--- src/rtl/lec_pkg.sv ---
`default_nettype none
package lec_pkg;
  // Register map and layout
  localparam logic [7:0] REGULATOR_ENABLE_CONFIG_ADDR = 8'h39;
  localparam int RSVD_MSB = 7;
  localparam int RSVD_LSB = 5;
  localparam int MODE_BIT = 4;
  localparam int DISCHARGE_BIT = 3;
  localparam int ENABLE_MSB = 2;
  localparam int ENABLE_LSB = 0;
  localparam logic [2:0] RSVD_RESET = 3'h0;
  localparam int SLOT_COUNT = 4;
  // Enable-control codes
  localparam logic [2:0] ENABLE_FORCE_OFF_A = 3'h4;
  localparam logic [2:0] ENABLE_FORCE_OFF_B = 3'h5;
  localparam logic [2:0] ENABLE_FORCE_ON_A = 3'h6;
  localparam logic [2:0] ENABLE_FORCE_ON_B = 3'h7;
  typedef enum logic [2:0] {
    LEC_OUT_OFF = 3'b001,
    LEC_OUT_SEQ = 3'b010,
    LEC_OUT_ON = 3'b100
  } lec_out_state_t;
endpackage
`default_nettype wire

--- src/rtl/lec_enable_decode.sv ---
`default_nettype none
// Turns the enable-control field and sequencer slots into an on request
module lec_enable_decode (
  input wire logic [2:0] enable_control_i,
  input wire logic [lec_pkg::SLOT_COUNT-1:0] slot_active_i,
  output var lec_pkg::lec_out_state_t mode_o,
  output logic output_on_o
);
  import lec_pkg::*;

  // Codes 0..3 follow a slot; 4,5 force off; 6,7 force on
  always_comb begin
    mode_o = LEC_OUT_SEQ;
    output_on_o = 1'b0;
    case (enable_control_i)
      ENABLE_FORCE_OFF_A, ENABLE_FORCE_OFF_B: begin
        mode_o = LEC_OUT_OFF;
        output_on_o = 1'b0;
      end
      ENABLE_FORCE_ON_A, ENABLE_FORCE_ON_B: begin
        mode_o = LEC_OUT_ON;
        output_on_o = 1'b1;
      end
      default: begin
        mode_o = LEC_OUT_SEQ;
        output_on_o = slot_active_i[enable_control_i[1:0]];
      end
    endcase
  end
endmodule
`default_nettype wire

--- src/rtl/lec_regulator_enable.sv ---
// Contract
// - Host writes zero to bits 7:5; their read value means nothing.
// - Bit 4 picks linear regulation (0) or load-switch operation (1).
// - Bit 3 set and output off switches in the discharge resistor.
// - Enable codes 4 and 5 hold the output off.
// - Enable codes 6 and 7 hold the output on.
`default_nettype none
module lec_regulator_enable #(
  parameter int SLOTS = lec_pkg::SLOT_COUNT
) (
  input wire logic clk_i,
  input wire logic rstn_i,
  // Register port, same clock domain
  input wire logic [7:0] reg_addr_i,
  input wire logic reg_wr_i,
  input wire logic [7:0] reg_wdata_i,
  output logic [7:0] reg_rdata_o,
  // Fuse defaults, sampled after reset release
  input wire logic otp_mode_i,
  input wire logic otp_discharge_i,
  input wire logic [2:0] otp_enable_i,
  // Sequencer slot levels, same clock domain
  input wire logic [lec_pkg::SLOT_COUNT-1:0] slot_active_i,
  // Analog controls
  output logic regulator_mode_select_o,
  output logic output_enable_o,
  output logic output_discharge_resistor_o
);
  import lec_pkg::*;

  // Stored register fields
  logic [2:0] rsvd_reg, rsvd_next;
  logic mode_reg, mode_next;
  logic dis_reg, dis_next;
  logic [2:0] en_reg, en_next;
  // Low until the fuse defaults have been copied in
  logic loaded_reg, loaded_next;
  // Registered analog controls
  logic on_reg, on_next;
  logic dis_out_reg, dis_out_next;
  // Registered read data
  logic [7:0] rdata_reg, rdata_next;
  // Decoder results and bus qualifiers
  logic dec_on;
  lec_out_state_t dec_mode;
  logic hit;
  logic wr_take;

  // Address match for the one register of this block
  assign hit = (reg_addr_i == REGULATOR_ENABLE_CONFIG_ADDR);
  // A write counts only once the fuse defaults are in; earlier it is lost
  assign wr_take = loaded_reg && reg_wr_i && hit;

  // Enable-code decode, shared with nothing else in the block
  lec_enable_decode u_decode (
    .enable_control_i(en_reg),
    .slot_active_i(slot_active_i[SLOT_COUNT-1:0]),
    .mode_o(dec_mode),
    .output_on_o(dec_on)
  );

  // Fuse-load flag: rises on the first clock after reset release
  always_comb begin
    loaded_next = 1'b1;
  end

  // Fuse-load flag register
  always_ff @(posedge clk_i or negedge rstn_i) begin
    if (!rstn_i) begin
      loaded_reg <= 1'b0;
    end else begin
      loaded_reg <= loaded_next;
    end
  end

  // Reserved bits: zero after reset, then kept as the host writes them
  always_comb begin
    rsvd_next = rsvd_reg;
    if (!loaded_reg) begin
      rsvd_next = RSVD_RESET;
    end else if (wr_take) begin
      // Not forced to zero; the host owns that, and reads return them as stored
      rsvd_next = reg_wdata_i[RSVD_MSB:RSVD_LSB];
    end
  end

  // Reserved bits register
  always_ff @(posedge clk_i or negedge rstn_i) begin
    if (!rstn_i) begin
      rsvd_reg <= RSVD_RESET;
    end else begin
      rsvd_reg <= rsvd_next;
    end
  end

  // Operating mode: fuse default first, then host writes
  always_comb begin
    mode_next = mode_reg;
    if (!loaded_reg) begin
      mode_next = otp_mode_i;
    end else if (wr_take) begin
      mode_next = reg_wdata_i[MODE_BIT];
    end
  end

  // Operating mode register
  always_ff @(posedge clk_i or negedge rstn_i) begin
    if (!rstn_i) begin
      mode_reg <= 1'b0;
    end else begin
      mode_reg <= mode_next;
    end
  end

  // Discharge enable: fuse default first, then host writes
  always_comb begin
    dis_next = dis_reg;
    if (!loaded_reg) begin
      dis_next = otp_discharge_i;
    end else if (wr_take) begin
      dis_next = reg_wdata_i[DISCHARGE_BIT];
    end
  end

  // Discharge enable register
  always_ff @(posedge clk_i or negedge rstn_i) begin
    if (!rstn_i) begin
      dis_reg <= 1'b0;
    end else begin
      dis_reg <= dis_next;
    end
  end

  // Enable control: fuse default first, then host writes
  always_comb begin
    en_next = en_reg;
    if (!loaded_reg) begin
      en_next = otp_enable_i;
    end else if (wr_take) begin
      en_next = reg_wdata_i[ENABLE_MSB:ENABLE_LSB];
    end
  end

  // Enable control register; held at a force-off code until fuses load
  always_ff @(posedge clk_i or negedge rstn_i) begin
    if (!rstn_i) begin
      en_reg <= ENABLE_FORCE_OFF_A;
    end else begin
      en_reg <= en_next;
    end
  end

  // Enable and discharge controls trail the fields by one clock; the extra flop keeps
  // the pins free of decode glitches while a write lands
  always_comb begin
    on_next = 1'b0;
    dis_out_next = 1'b0;
    if (loaded_reg) begin
      case (dec_mode)
        LEC_OUT_OFF: begin
          on_next = 1'b0;
        end
        LEC_OUT_ON: begin
          on_next = 1'b1;
        end
        LEC_OUT_SEQ: begin
          on_next = dec_on;
        end
        default: begin
          on_next = 1'b0;
        end
      endcase
      // Discharge only while the output is off, forced off or with its slot low
      dis_out_next = dis_reg && !on_next;
    end
  end

  // Analog control registers; both off while in reset
  always_ff @(posedge clk_i or negedge rstn_i) begin
    if (!rstn_i) begin
      on_reg <= 1'b0;
      dis_out_reg <= 1'b0;
    end else begin
      on_reg <= on_next;
      dis_out_reg <= dis_out_next;
    end
  end

  // Read data: field image one clock after the address, zero elsewhere
  always_comb begin
    rdata_next = 8'h00;
    if (hit) begin
      rdata_next = {rsvd_reg, mode_reg, dis_reg, en_reg};
    end
  end

  // Read data register
  always_ff @(posedge clk_i or negedge rstn_i) begin
    if (!rstn_i) begin
      rdata_reg <= 8'h00;
    end else begin
      rdata_reg <= rdata_next;
    end
  end

  // Ports straight from the flops
  assign reg_rdata_o = rdata_reg;
  assign regulator_mode_select_o = mode_reg;
  assign output_enable_o = on_reg;
  assign output_discharge_resistor_o = dis_out_reg;
endmodule
`default_nettype wire

--- config.mk ---
export PLATFORM = sky130hd
export DESIGN_NAME = lec_regulator_enable
export DESIGN_NICKNAME = d
export VERILOG_FILES = /design/src/rtl/lec_pkg.sv /design/src/rtl/lec_enable_decode.sv /design/src/rtl/lec_regulator_enable.sv
export SDC_FILE = /design/constraint.sdc
export NUM_CORES = 1
export LEC_CHECK = 0
export BUFFER_PORTS_ARGS = -buffer_cell sky130_fd_sc_hd__buf_4
export CORE_UTILIZATION = 40
export DETAILED_ROUTE_END_ITERATION = 7
export PLACE_DENSITY = 0.8
export SYNTH_ARGS = -nofsm -noshare
export SYNTH_HDL_FRONTEND = slang
export SYNTH_SLANG_ARGS = --single-unit
--- constraint.sdc ---
create_clock -name clk_i -period 1.19 [get_ports clk_i]
set_input_delay 0.119 -clock clk_i [delete_from_list [all_inputs] [get_ports clk_i]]
set_output_delay 0.119 -clock clk_i [all_outputs]
set_load 0.05 [all_outputs]
==> flow_summary.json, run 1 <==
{
  "grt_start_max_net_pins": 20,
  "r2r_cells": 3,
  "multiInputGateArea_um2": 320,
  "leakage_nw": 0.658,
  "cts_tree": "done",
  "synthSimpleGateAreaFrac_pct": 22.6,
  "nets": 150,
  "slowest_stage": "dfrtp_1",
  "vias_per_cell": 4.69,
  "fin_skew_ns": 0.00400,
  "synth_xor_area_share_pct": 0,
  "postCtsHoldBufs": 1,
  "num_io_pins": 39,
  "cts_sinks": 19,
  "remaining_drc_errors": 0,
  "crit_type": "reg -> reg",
  "post_dp_cell_area_um2": 1170,
  "vdd_ir_drop_max_uv": 594,
  "ys_async_sr_fraction_pct": 100,
  "synth_edf_count": 0,
  "synth_top_cell_area_share_pct": 53.1,
  "drt-pass1-iter-count": 2,
  "core_um2": 1980,
  "rsz0062_at_grt": "false",
  "crit_path_cell_trace": "mux2_2 -> o21a_1 -> o21a_1",
  "cts_root_buf": "clkbuf_4",
  "die_height_um": 48.1,
  "antenna_cells": 0,
  "post-cts-setup-buffers": 0,
  "reg2reg_to": "output_enable_o",
  "routed_wl_um": 1730,
  "clkLatencyLatePin_ns": 0.29,
  "finalHoldViolCount": 0,
  "fin_util_pct": 61.0,
  "cap_violations": 0,
  "die_w_um": 48.1,
  "grt.total_usage_pct": 16.5,
  "layout-drive-gt1-share_pct": 43.0,
  "p_per_area_nw_per_um2": 1020,
  "hold_class": "in -> reg",
  "hold_end": "dis_reg",
  "grt_pass1_vias": 580,
  "start_kind": "register",
  "dieArea_um2": 2310,
  "run_status": "finished clean",
  "reg2reg_slack_ns": 0.07,
  "rr_startpoint": "en_reg[0]",
  "ys.flop_type": "dfrtp_1",
  "setup_viol": 0,
  "std_cell_rows": 16,
  "dp.cells": 143,
  "grt_pass1_wl_um": 2500,
  "stdcell_count": 148,
  "regArea_um2": 477,
  "cts_max_path_buffers": 2,
  "cp_common_cell": "o21a_1",
  "fin_setup_tns_ns": 0,
  "synth_compound_area_share_pct": 8.70,
  "yosys_warnings": 0,
  "synth_top_cell_by_area": "dfrtp_1",
  "finalCriticalPeriod_ns": 1.12,
  "vias": 694,
  "place_congestion": 0.750,
  "area_delta_synth_final_pct": 42.6,
  "largest_reg_flops": 8,
  "syn_nets": 106,
  "antenna_found_initial": 0,
  "clk_pin_slew_ns": 0.11,
  "synth_fa_ha_area_share_pct": 0,
  "worstHoldPathCells": 3,
  "synth_top_family_by_area": "simple AND/OR/NAND/NOR gates",
  "hp-start": "otp_discharge_i",
  "fin_crit_sh_pct": 94.5,
  "cp-end-kind": "register",
  "final_cell_area_um2": 1210,
  "cts_made_buffers": 3,
  "grt_overflow": 0,
  "htree_levels": 1,
  "postSynthAreaPerCell_um2": 10.9,
  "wl_per_cell_um": 11.7,
  "synth.area.mux_share_pct": 6.05,
  "synth_area_um2": 848,
  "drt_iter0_markers": 3,
  "cp.required_ns": 1.39,
  "start_util_pct": 42.8,
  "dp_hpwl_um": 1290,
  "ys_top_cells_by_area": "dfrtp_1 53%, and3_1 8.8%, nand2_1 5.3%, mux2i_1 4.7%, o221ai_1 4.1%",
  "fmax_mhz": 890,
  "crit_fanout": 2,
  "synth-seq-area-share_pct": 56.2,
  "io_buffers": 38,
  "synth_seq_cells": 19,
  "slowest_delay_ns": 0.36,
  "slew_violations": 0,
  "ant_nets": 0,
  "netlist_instances": 78,
  "arrival_ns": 1.32,
  "cts_resized": 0,
  "yosys.cell_types.count": 21,
  "num-fill-cells": 162
}
-- routing by layer --
layer / routed length [um] / share of wire [%] / GRT usage (%) / vias up
met5: 0 / 0 / 0 / -
met4: 38 / 2.2 / 10.0 / 0
met3: 88 / 5.1 / 3.40 / 4
met2: 878 / 51 / 26.8 / 22
met1: 720 / 42 / 20.1 / 310
li1: - / - / - / 358
-- final cells by class --
| type | count | area share [%] |
|---|---|---|
| sequential | 19 | 39.4 |
| timing repair buffer | 44 | 27.5 |
| multi-input combinational | 49 | 26.5 |
| tap | 27 | 2.79 |
| clock buffer | 3 | 1.86 |
| inverter | 5 | 1.55 |
| clock inverter | 1 | 0.414 |
-- stage by stage --
step / setup slack, ns / power, mW / hold slack, ns
global placement: 0.0885 / 0.914 / 0.00117
floorplan: 0.0452 / 0.800 / -0.177
CTS: 0.0691 / 1.24 / 0.0679
finish: 0.0660 / 1.23 / 0.0657
detailed placement: 0.0735 / 0.920 / 0.00134
global route: 0.0242 / 1.29 / 0.0754
-- Yosys cell counts (all sizes together) (2+ instances only) --
cell type,n
mux2i,4
and3,13
o21a,2
dfrtp,18
and4bb,2
nand2,12
o221ai,4
nor3,2
buf,4
nand3,5
inv,5
-- cells by family after synthesis --
kind of cell    Yosys count
compound gates            9
mux                       5
simple gates             34
other cells               1
flops                    19
buf+inv                  10
-- power by group --
group | total [mW] | internal [mW] | switching [mW]
clock | 0.320 | 0.125 | 0.195
combinational | 0.217 | 0.115 | 0.101
sequential | 0.691 | 0.672 | 0.0191
total | 1.23 | 0.913 | 0.316
-- layout by cell type (no fill, tap or decap), drive strengths merged, types with 2 or more instances in the layout --
cell type	count
o21a	2
o221ai	4
clkbuf	3
inv	5
buf	43
mux2i	4
nand3	5
and3	13
and4bb	2
nor3	2
dfrtp	18
nand2	12
-- critical path, delay by kind of cell, from the launching register on --
family / cells / cell delay, ns
muxes: 1 / 0.33
DFF: 1 / 0.36
AOI/OAI and AO/OA: 2 / 0.34
-- worst max-delay path by stage --
stage / from / end / slack (ns)
6_report: en_reg[0] / output_enable_o / 0.07
5_1_grt: en_reg[0] / output_enable_o / 0.02
4_1_cts: en_reg[0] / output_enable_o / 0.07
3_5_place_dp: en_reg[0] / output_enable_o / 0.07
3_3_place_gp: en_reg[0] / output_enable_o / 0.09
2_1_floorplan: en_reg[0] / output_enable_o / 0.05
No activity file was read; power rests on OpenSTA's default activity.
==> run 2: changes to the inputs <==
Settings changed: CORE_UTILIZATION 40 to 41, PLACE_DENSITY 0.8 to 0.81, SYNTH_HIERARCHICAL from default to 1.
==> run 2 against run 1 <==
The flow now finishes with violations (setup timing). Flip-flop and latch count did not move. Non-clock buffer count rose by 3. Die area rose by 0.71%. Setup slack got worse by 0.15 ns. Sequential power rose by 0.7%. Critical path type unchanged. Largest cell class unchanged.
==> flow_summary.json, run 2 <==
{
  "synth_top_family_by_area": "simple AND/OR/NAND/NOR gates",
  "yosys.cell_types.count": 23,
  "final_common_cell": "buf_4",
  "clkLatencyLatePin_ns": 0.29,
  "drt_iter0_markers": 2,
  "place_congestion": 0.824,
  "remaining_drc_errors": 0,
  "core_um2": 1980,
  "hold_class": "in -> reg",
  "layout_common_cells": "46 x buf_4, 17 x dfrtp_1, 12 x and3_1, 12 x nand2_1",
  "fmax_mhz": 783,
  "slowest_stage": "dfrtp_1",
  "hold_end": "dis_reg",
  "cp.required_ns": 1.39,
  "synth_area_um2": 876,
  "reg2reg_slack_ns": -0.09,
  "grt_start_max_net_pins": 20,
  "yosys-top-cells-count": "18 x dfrtp_1, 12 x and3_1, 12 x nand2_1",
  "start_kind": "register",
  "yosysMostFrequentCell": "dfrtp_1",
  "die_w_um": 48.2,
  "synth.area.mux_share_pct": 5.86,
  "hp-start": "otp_discharge_i",
  "ys_async_sr_fraction_pct": 100,
  "io_buffers": 38,
  "drt-pass1-iter-count": 3,
  "dieArea_um2": 2330,
  "antenna_cells": 0,
  "nets": 159,
  "synth_seq_cells": 19,
  "wl_per_cell_um": 11.2,
  "cts_tree": "done",
  "fin_crit_sh_pct": 107,
  "start_util_pct": 44.2,
  "synth-seq-area-share_pct": 54.4,
  "cap_violations": 0,
  "finalCriticalPeriod_ns": 1.28,
  "crit_path_cell_trace": "mux2_4 -> a21oi_2 -> a31oi_1 -> nand3b_1 -> a21oi_2 -> and2_1",
  "slowest_delay_ns": 0.42,
  "fin_skew_ns": 0.00452,
  "critPathBufInv": 0,
  "violations": "setup timing",
  "cts_max_path_buffers": 2,
  "antenna_found_initial": 0,
  "arrival_ns": 1.47,
  "slew_violations": 0,
  "worstHoldPathCells": 3,
  "fin_ws_ns": -0.0871,
  "synthSimpleGateAreaFrac_pct": 24.6,
  "ys_top_cells_by_area": "dfrtp_1 51%, and3_1 8.6%, nand2_1 5.1%, mux2i_1 4.6%, o221ai_1 4.0%",
  "grt_overflow": 0,
  "num_io_pins": 39,
  "synth_edf_count": 0,
  "finalHoldViolCount": 0,
  "vias": 746,
  "synth_top_cell_by_area": "dfrtp_1",
  "syn_nets": 112,
  "leakage_nw": 0.688,
  "ys.flop_type": "dfrtp_1",
  "cts_sinks": 19,
  "synth_top_cell_area_share_pct": 51.4,
  "cts_made_buffers": 3,
  "netlist_instances": 84,
  "rsz0062_at_grt": "true",
  "reg2reg_to": "output_enable_o",
  "pre_cts_ws_ns": -0.0913,
  "synth_xor_area_share_pct": 0,
  "crit_type": "reg -> reg",
  "synth_fa_ha_area_share_pct": 0,
  "power.total_mw": 1.26,
  "vdd_ir_drop_max_uv": 898,
  "routed_wl_um": 1750,
  "std_cell_rows": 16,
  "cts_root_buf": "clkbuf_4",
  "run_status": "complete, but fails checks",
  "die_height_um": 48.2,
  "final_cell_area_um2": 1270,
  "rr_startpoint": "en_reg[0]",
  "yosys_warnings": 6,
  "setup_viol": 2,
  "htree_levels": 1,
  "synth_compound_area_share_pct": 8.57,
  "ant_nets": 0,
  "layout-drive-gt1-share_pct": 44.6,
  "crit_fanout": 3,
  "post_dp_cell_area_um2": 1220,
  "cp_common_cell": "a21oi_2",
  "grt_pass1_wl_um": 2670,
  "r2r_cells": 6,
  "grt_pass1_vias": 640,
  "vias_per_cell": 4.75,
  "p_per_area_nw_per_um2": 991,
  "cp-end-kind": "register",
  "area_delta_synth_final_pct": 45.3,
  "clk_pin_slew_ns": 0.10,
  "postSynthAreaPerCell_um2": 10.4,
  "grt.total_usage_pct": 17.4,
  "largest_reg_flops": 8,
  "worst_path_dominant_cell_family": "flip-flops"
}
==> run 2: changes by cell type after synthesis, sizes merged, moves of 2 or more <==
cell / previous run / this run
a21oi: 0 / 2
nor2: 0 / 2
o21a: 2 / 0
and2: 0 / 2
nor3: 2 / 0
==> run 2: per-layer routing <==
metal / global-route usage [%] / share of wire, % / routed length, um
met1: 21.4 / 43 / 760
met2: 26.7 / 50 / 872
met3: 6.67 / 5.2 / 91
met4: 8.33 / 1.5 / 27
met5: 0 / 0 / 0
==> run 2: tightest hold or removal path: stages <==
cell,delay [ns]
buf_4,0.08
a2bb2oi_1,0.05
o211ai_1,0.08
==> run 2: layout make-up <==
class | instances | area, um^2
Tap cell | 27 | 33.8
Inverter | 6 | 22.5
Fill cell | 165 | 709
Timing Repair Buffer | 47 | 355
Multi-Input combinational cell | 54 | 357
Sequential cell | 19 | 478
Clock buffer | 4 | 26.3
==> run 2: repair_timing <==
action	CTS	global route
resized for setup	1	2
hold buffers	1	0
endpoints found under the setup margin	2	4
setup buffers	1	1
hold endpoints to repair	19	0
pin swaps	4	1
==> run 2: worst max-delay path by stage <==
| stage | start | endpoint | slack [ns] | depth (start not counted) |
|---|---|---|---|---|
| floorplan | en_reg[0] | output_enable_o | -0.04 | 6 |
| global placement | en_reg[0] | output_enable_o | -0.06 | 6 |
| detailed placement | en_reg[0] | output_enable_o | -0.09 | 6 |
| CTS | en_reg[0] | output_enable_o | -0.11 | 6 |
| global route | en_reg[0] | output_enable_o | -0.17 | 6 |
| finish | en_reg[0] | output_enable_o | -0.09 | 6 |
==> run 2: through the flow <==
step	TNS (ns)	util [%]	hold WS, ns	cells
floorplan	-0.0449	-	-0.177	84
global placement	-0.0723	61.4	0.000475	150
detailed placement	-0.137	61.4	0.00219	150
CTS	-0.125	63.8	0.0657	156
global route	-0.263	64.2	0.0727	157
finish	-0.0874	64.2	0.0696	157
==> run 2: report_power, final <==
| group | switching (mW) | internal (mW) | leakage [nW] | total (mW) |
|---|---|---|---|---|
| logic | 0.112 | 0.134 | 0.423 | 0.246 |
| clock network | 0.188 | 0.130 | 0.0150 | 0.319 |
| registers | 0.0228 | 0.673 | 0.249 | 0.696 |
| total | 0.323 | 0.937 | 0.688 | 1.26 |
==> run 2: cells by family after synthesis <==
kind of cell,Yosys count
AOI/OAI and AO/OA,10
buffers and inverters,11
DFF,19
muxes,5
other,1
and+or+nand+nor,38
==> run 3: changes to the inputs <==
--- a/config.mk
+++ b/config.mk
@@ -9,4 +9,5 @@
 export CORE_UTILIZATION = 41
 export DETAILED_ROUTE_END_ITERATION = 7
+export MAX_ROUTING_LAYER = met4
 export PLACE_DENSITY = 0.81
 export SYNTH_ARGS = -nofsm -noshare
==> constraint.sdc (replaced) <==
create_clock -name clk_i -period 1.19 [get_ports clk_i]
set_input_delay 0.2975 -clock clk_i [delete_from_list [all_inputs] [get_ports clk_i]]
set_output_delay 0.2975 -clock clk_i [all_outputs]
set_load 0.05 [all_outputs]
==> run 3 against run 2 <==
The flow still finishes with violations (setup timing). Critical path depth is the same. First-iteration DRC count grew to 4.0 times the previous value. Via count up 6.0%. Utilization grew 0.38 points. Flip-flop and latch count did not move. Largest cell class unchanged. Largest power group unchanged.
==> flow_summary.json, run 3 (synthesized netlist as in run 2, its figures left out) <==
{
  "run_status": "complete, but fails checks",
  "violations": "setup timing",
  "crit_type": "reg -> reg",
  "clkLatencyLatePin_ns": 0.29,
  "hold_class": "in -> reg",
  "num_io_pins": 39,
  "dp.cells": 151,
  "die_height_um": 48.2,
  "combPwrFrac_pct": 20.3,
  "final_cell_area_um2": 1280,
  "cts_root_buf": "clkbuf_4",
  "p_seq_share_pct": 55.0,
  "stdcell_count": 157,
  "fin_crit_sh_pct": 111,
  "start_util_pct": 44.2,
  "dp_hpwl_um": 1420,
  "nets": 159,
  "finalHoldViolCount": 0,
  "remaining_drc_errors": 0,
  "r2r_cells": 6,
  "clk_pin_slew_ns": 0.10,
  "reg2reg_slack_ns": -0.13,
  "post_dp_cell_area_um2": 1220,
  "slew_violations": 0,
  "largest_reg_flops": 8,
  "p_int_mw": 0.944,
  "drt_iter0_markers": 8,
  "pre_cts_ws_ns": -0.152,
  "grt_overflow": 0,
  "fin_ws_ns": -0.130,
  "fin_skew_ns": 0.00837,
  "area_delta_synth_final_pct": 46.1,
  "fin_util_pct": 64.6,
  "layout-drive-gt1-share_pct": 43.8,
  "drt-pass1-iter-count": 4,
  "p_per_area_nw_per_um2": 990,
  "grt_start_max_net_pins": 20,
  "wl_per_cell_um": 12.0,
  "die_w_um": 48.2,
  "cp.required_ns": 1.38,
  "final_common_cell": "buf_4",
  "fin_setup_tns_ns": -0.203,
  "finalCriticalPeriod_ns": 1.32,
  "cap_violations": 0,
  "setup_viol": 2,
  "hp-start": "reg_wdata_i[7]",
  "power.total_mw": 1.27,
  "switching_share_pct": 25.6,
  "layout_common_cells": "44 x buf_4, 17 x dfrtp_1, 12 x and3_1, 12 x nand2_1, 6 x inv_1",
  "worstHoldPathCells": 3,
  "rsz0062_at_grt": "true",
  "antenna_cells": 0,
  "grt_pass1_wl_um": 2820,
  "arrival_ns": 1.51,
  "antenna_found_initial": 0,
  "leakage_nw": 0.690,
  "vias": 791,
  "vias_per_cell": 5.04,
  "reg2reg_to": "output_enable_o",
  "ant_nets": 0,
  "p_switching_mw": 0.324,
  "hold_end": "rsvd_reg[2]",
  "dieArea_um2": 2330,
  "whs_ns": 0.257,
  "io_buffers": 38,
  "core_um2": 1980,
  "htree_levels": 1,
  "fmax_mhz": 757,
  "std_cell_rows": 16,
  "p_clk_share_pct": 24.7,
  "cts_tree": "done",
  "cp-end-kind": "register",
  "cts_made_buffers": 3,
  "rr_startpoint": "en_reg[0]",
  "vdd_ir_drop_max_uv": 790,
  "grt_pass1_vias": 698,
  "routed_wl_um": 1880,
  "place_congestion": 0.790,
  "start_kind": "register",
  "cts_max_path_buffers": 2,
  "grt.total_usage_pct": 18.5,
  "cts_sinks": 19,
  "crit_fanout": 3
}
## run 3: changes by cell type in the layout (fill, tap and decap cells not counted)
cell and delta:
inv_1 +1, buf_6 +2, inv_2 -1, buf_4 -2
## run 3: metal layers
metal,global-route usage (%),part of all wire [%]
met1,19.7,40
met2,33.3,53
met3,3.33,5.8
met4,7.22,1.6
met5,-,0
## run 3: final cells by class
| cell class | count | area (um^2) |
|---|---|---|
| tap | 27 | 33.8 |
| timing repair buffer | 47 | 363 |
| fill | 166 | 702 |
| clock buffer | 4 | 26.3 |
| sequential | 19 | 478 |
| multi-input combinational | 54 | 357 |
| inverter | 6 | 22.5 |
## run 3: critical path, stage by stage, from the launching register on
cell	delay (ns)
dfrtp_1	0.43
mux2_4	0.32
a21oi_2	0.11
a31oi_1	0.05
nand3b_1	0.12
a21oi_2	0.07
and2_1	0.14
## run 3: power by group through the flow
stage	Combinational, mW	Sequential, mW	Clock, mW
after floorplan	0.0829	0.736	0
after global placement	0.236	0.707	0
after detailed placement	0.244	0.709	0
after CTS	0.258	0.696	0.322
after global routing	0.284	0.702	0.346
final	0.257	0.697	0.313
## run 3: repair_timing
| action | in CTS | in global routing |
|---|---|---|
| pin swaps | 3 | 1 |
| buffers inserted | 1 | 0 |
| setup endpoints to repair | 3 | 5 |
| resized for setup | 2 | 2 |
| hold buffers | 1 | 0 |
| hold endpoints to repair | 18 | 0 |
## run 3: worst max-delay path by stage
| stage | from | end |
|---|---|---|
| 2_1_floorplan | en_reg[0] | output_enable_o |
| 3_3_place_gp | en_reg[0] | output_enable_o |
| 3_5_place_dp | en_reg[0] | output_enable_o |
| 4_1_cts | en_reg[0] | output_enable_o |
| 5_1_grt | en_reg[0] | output_enable_o |
| 6_report | en_reg[0] | output_enable_o |
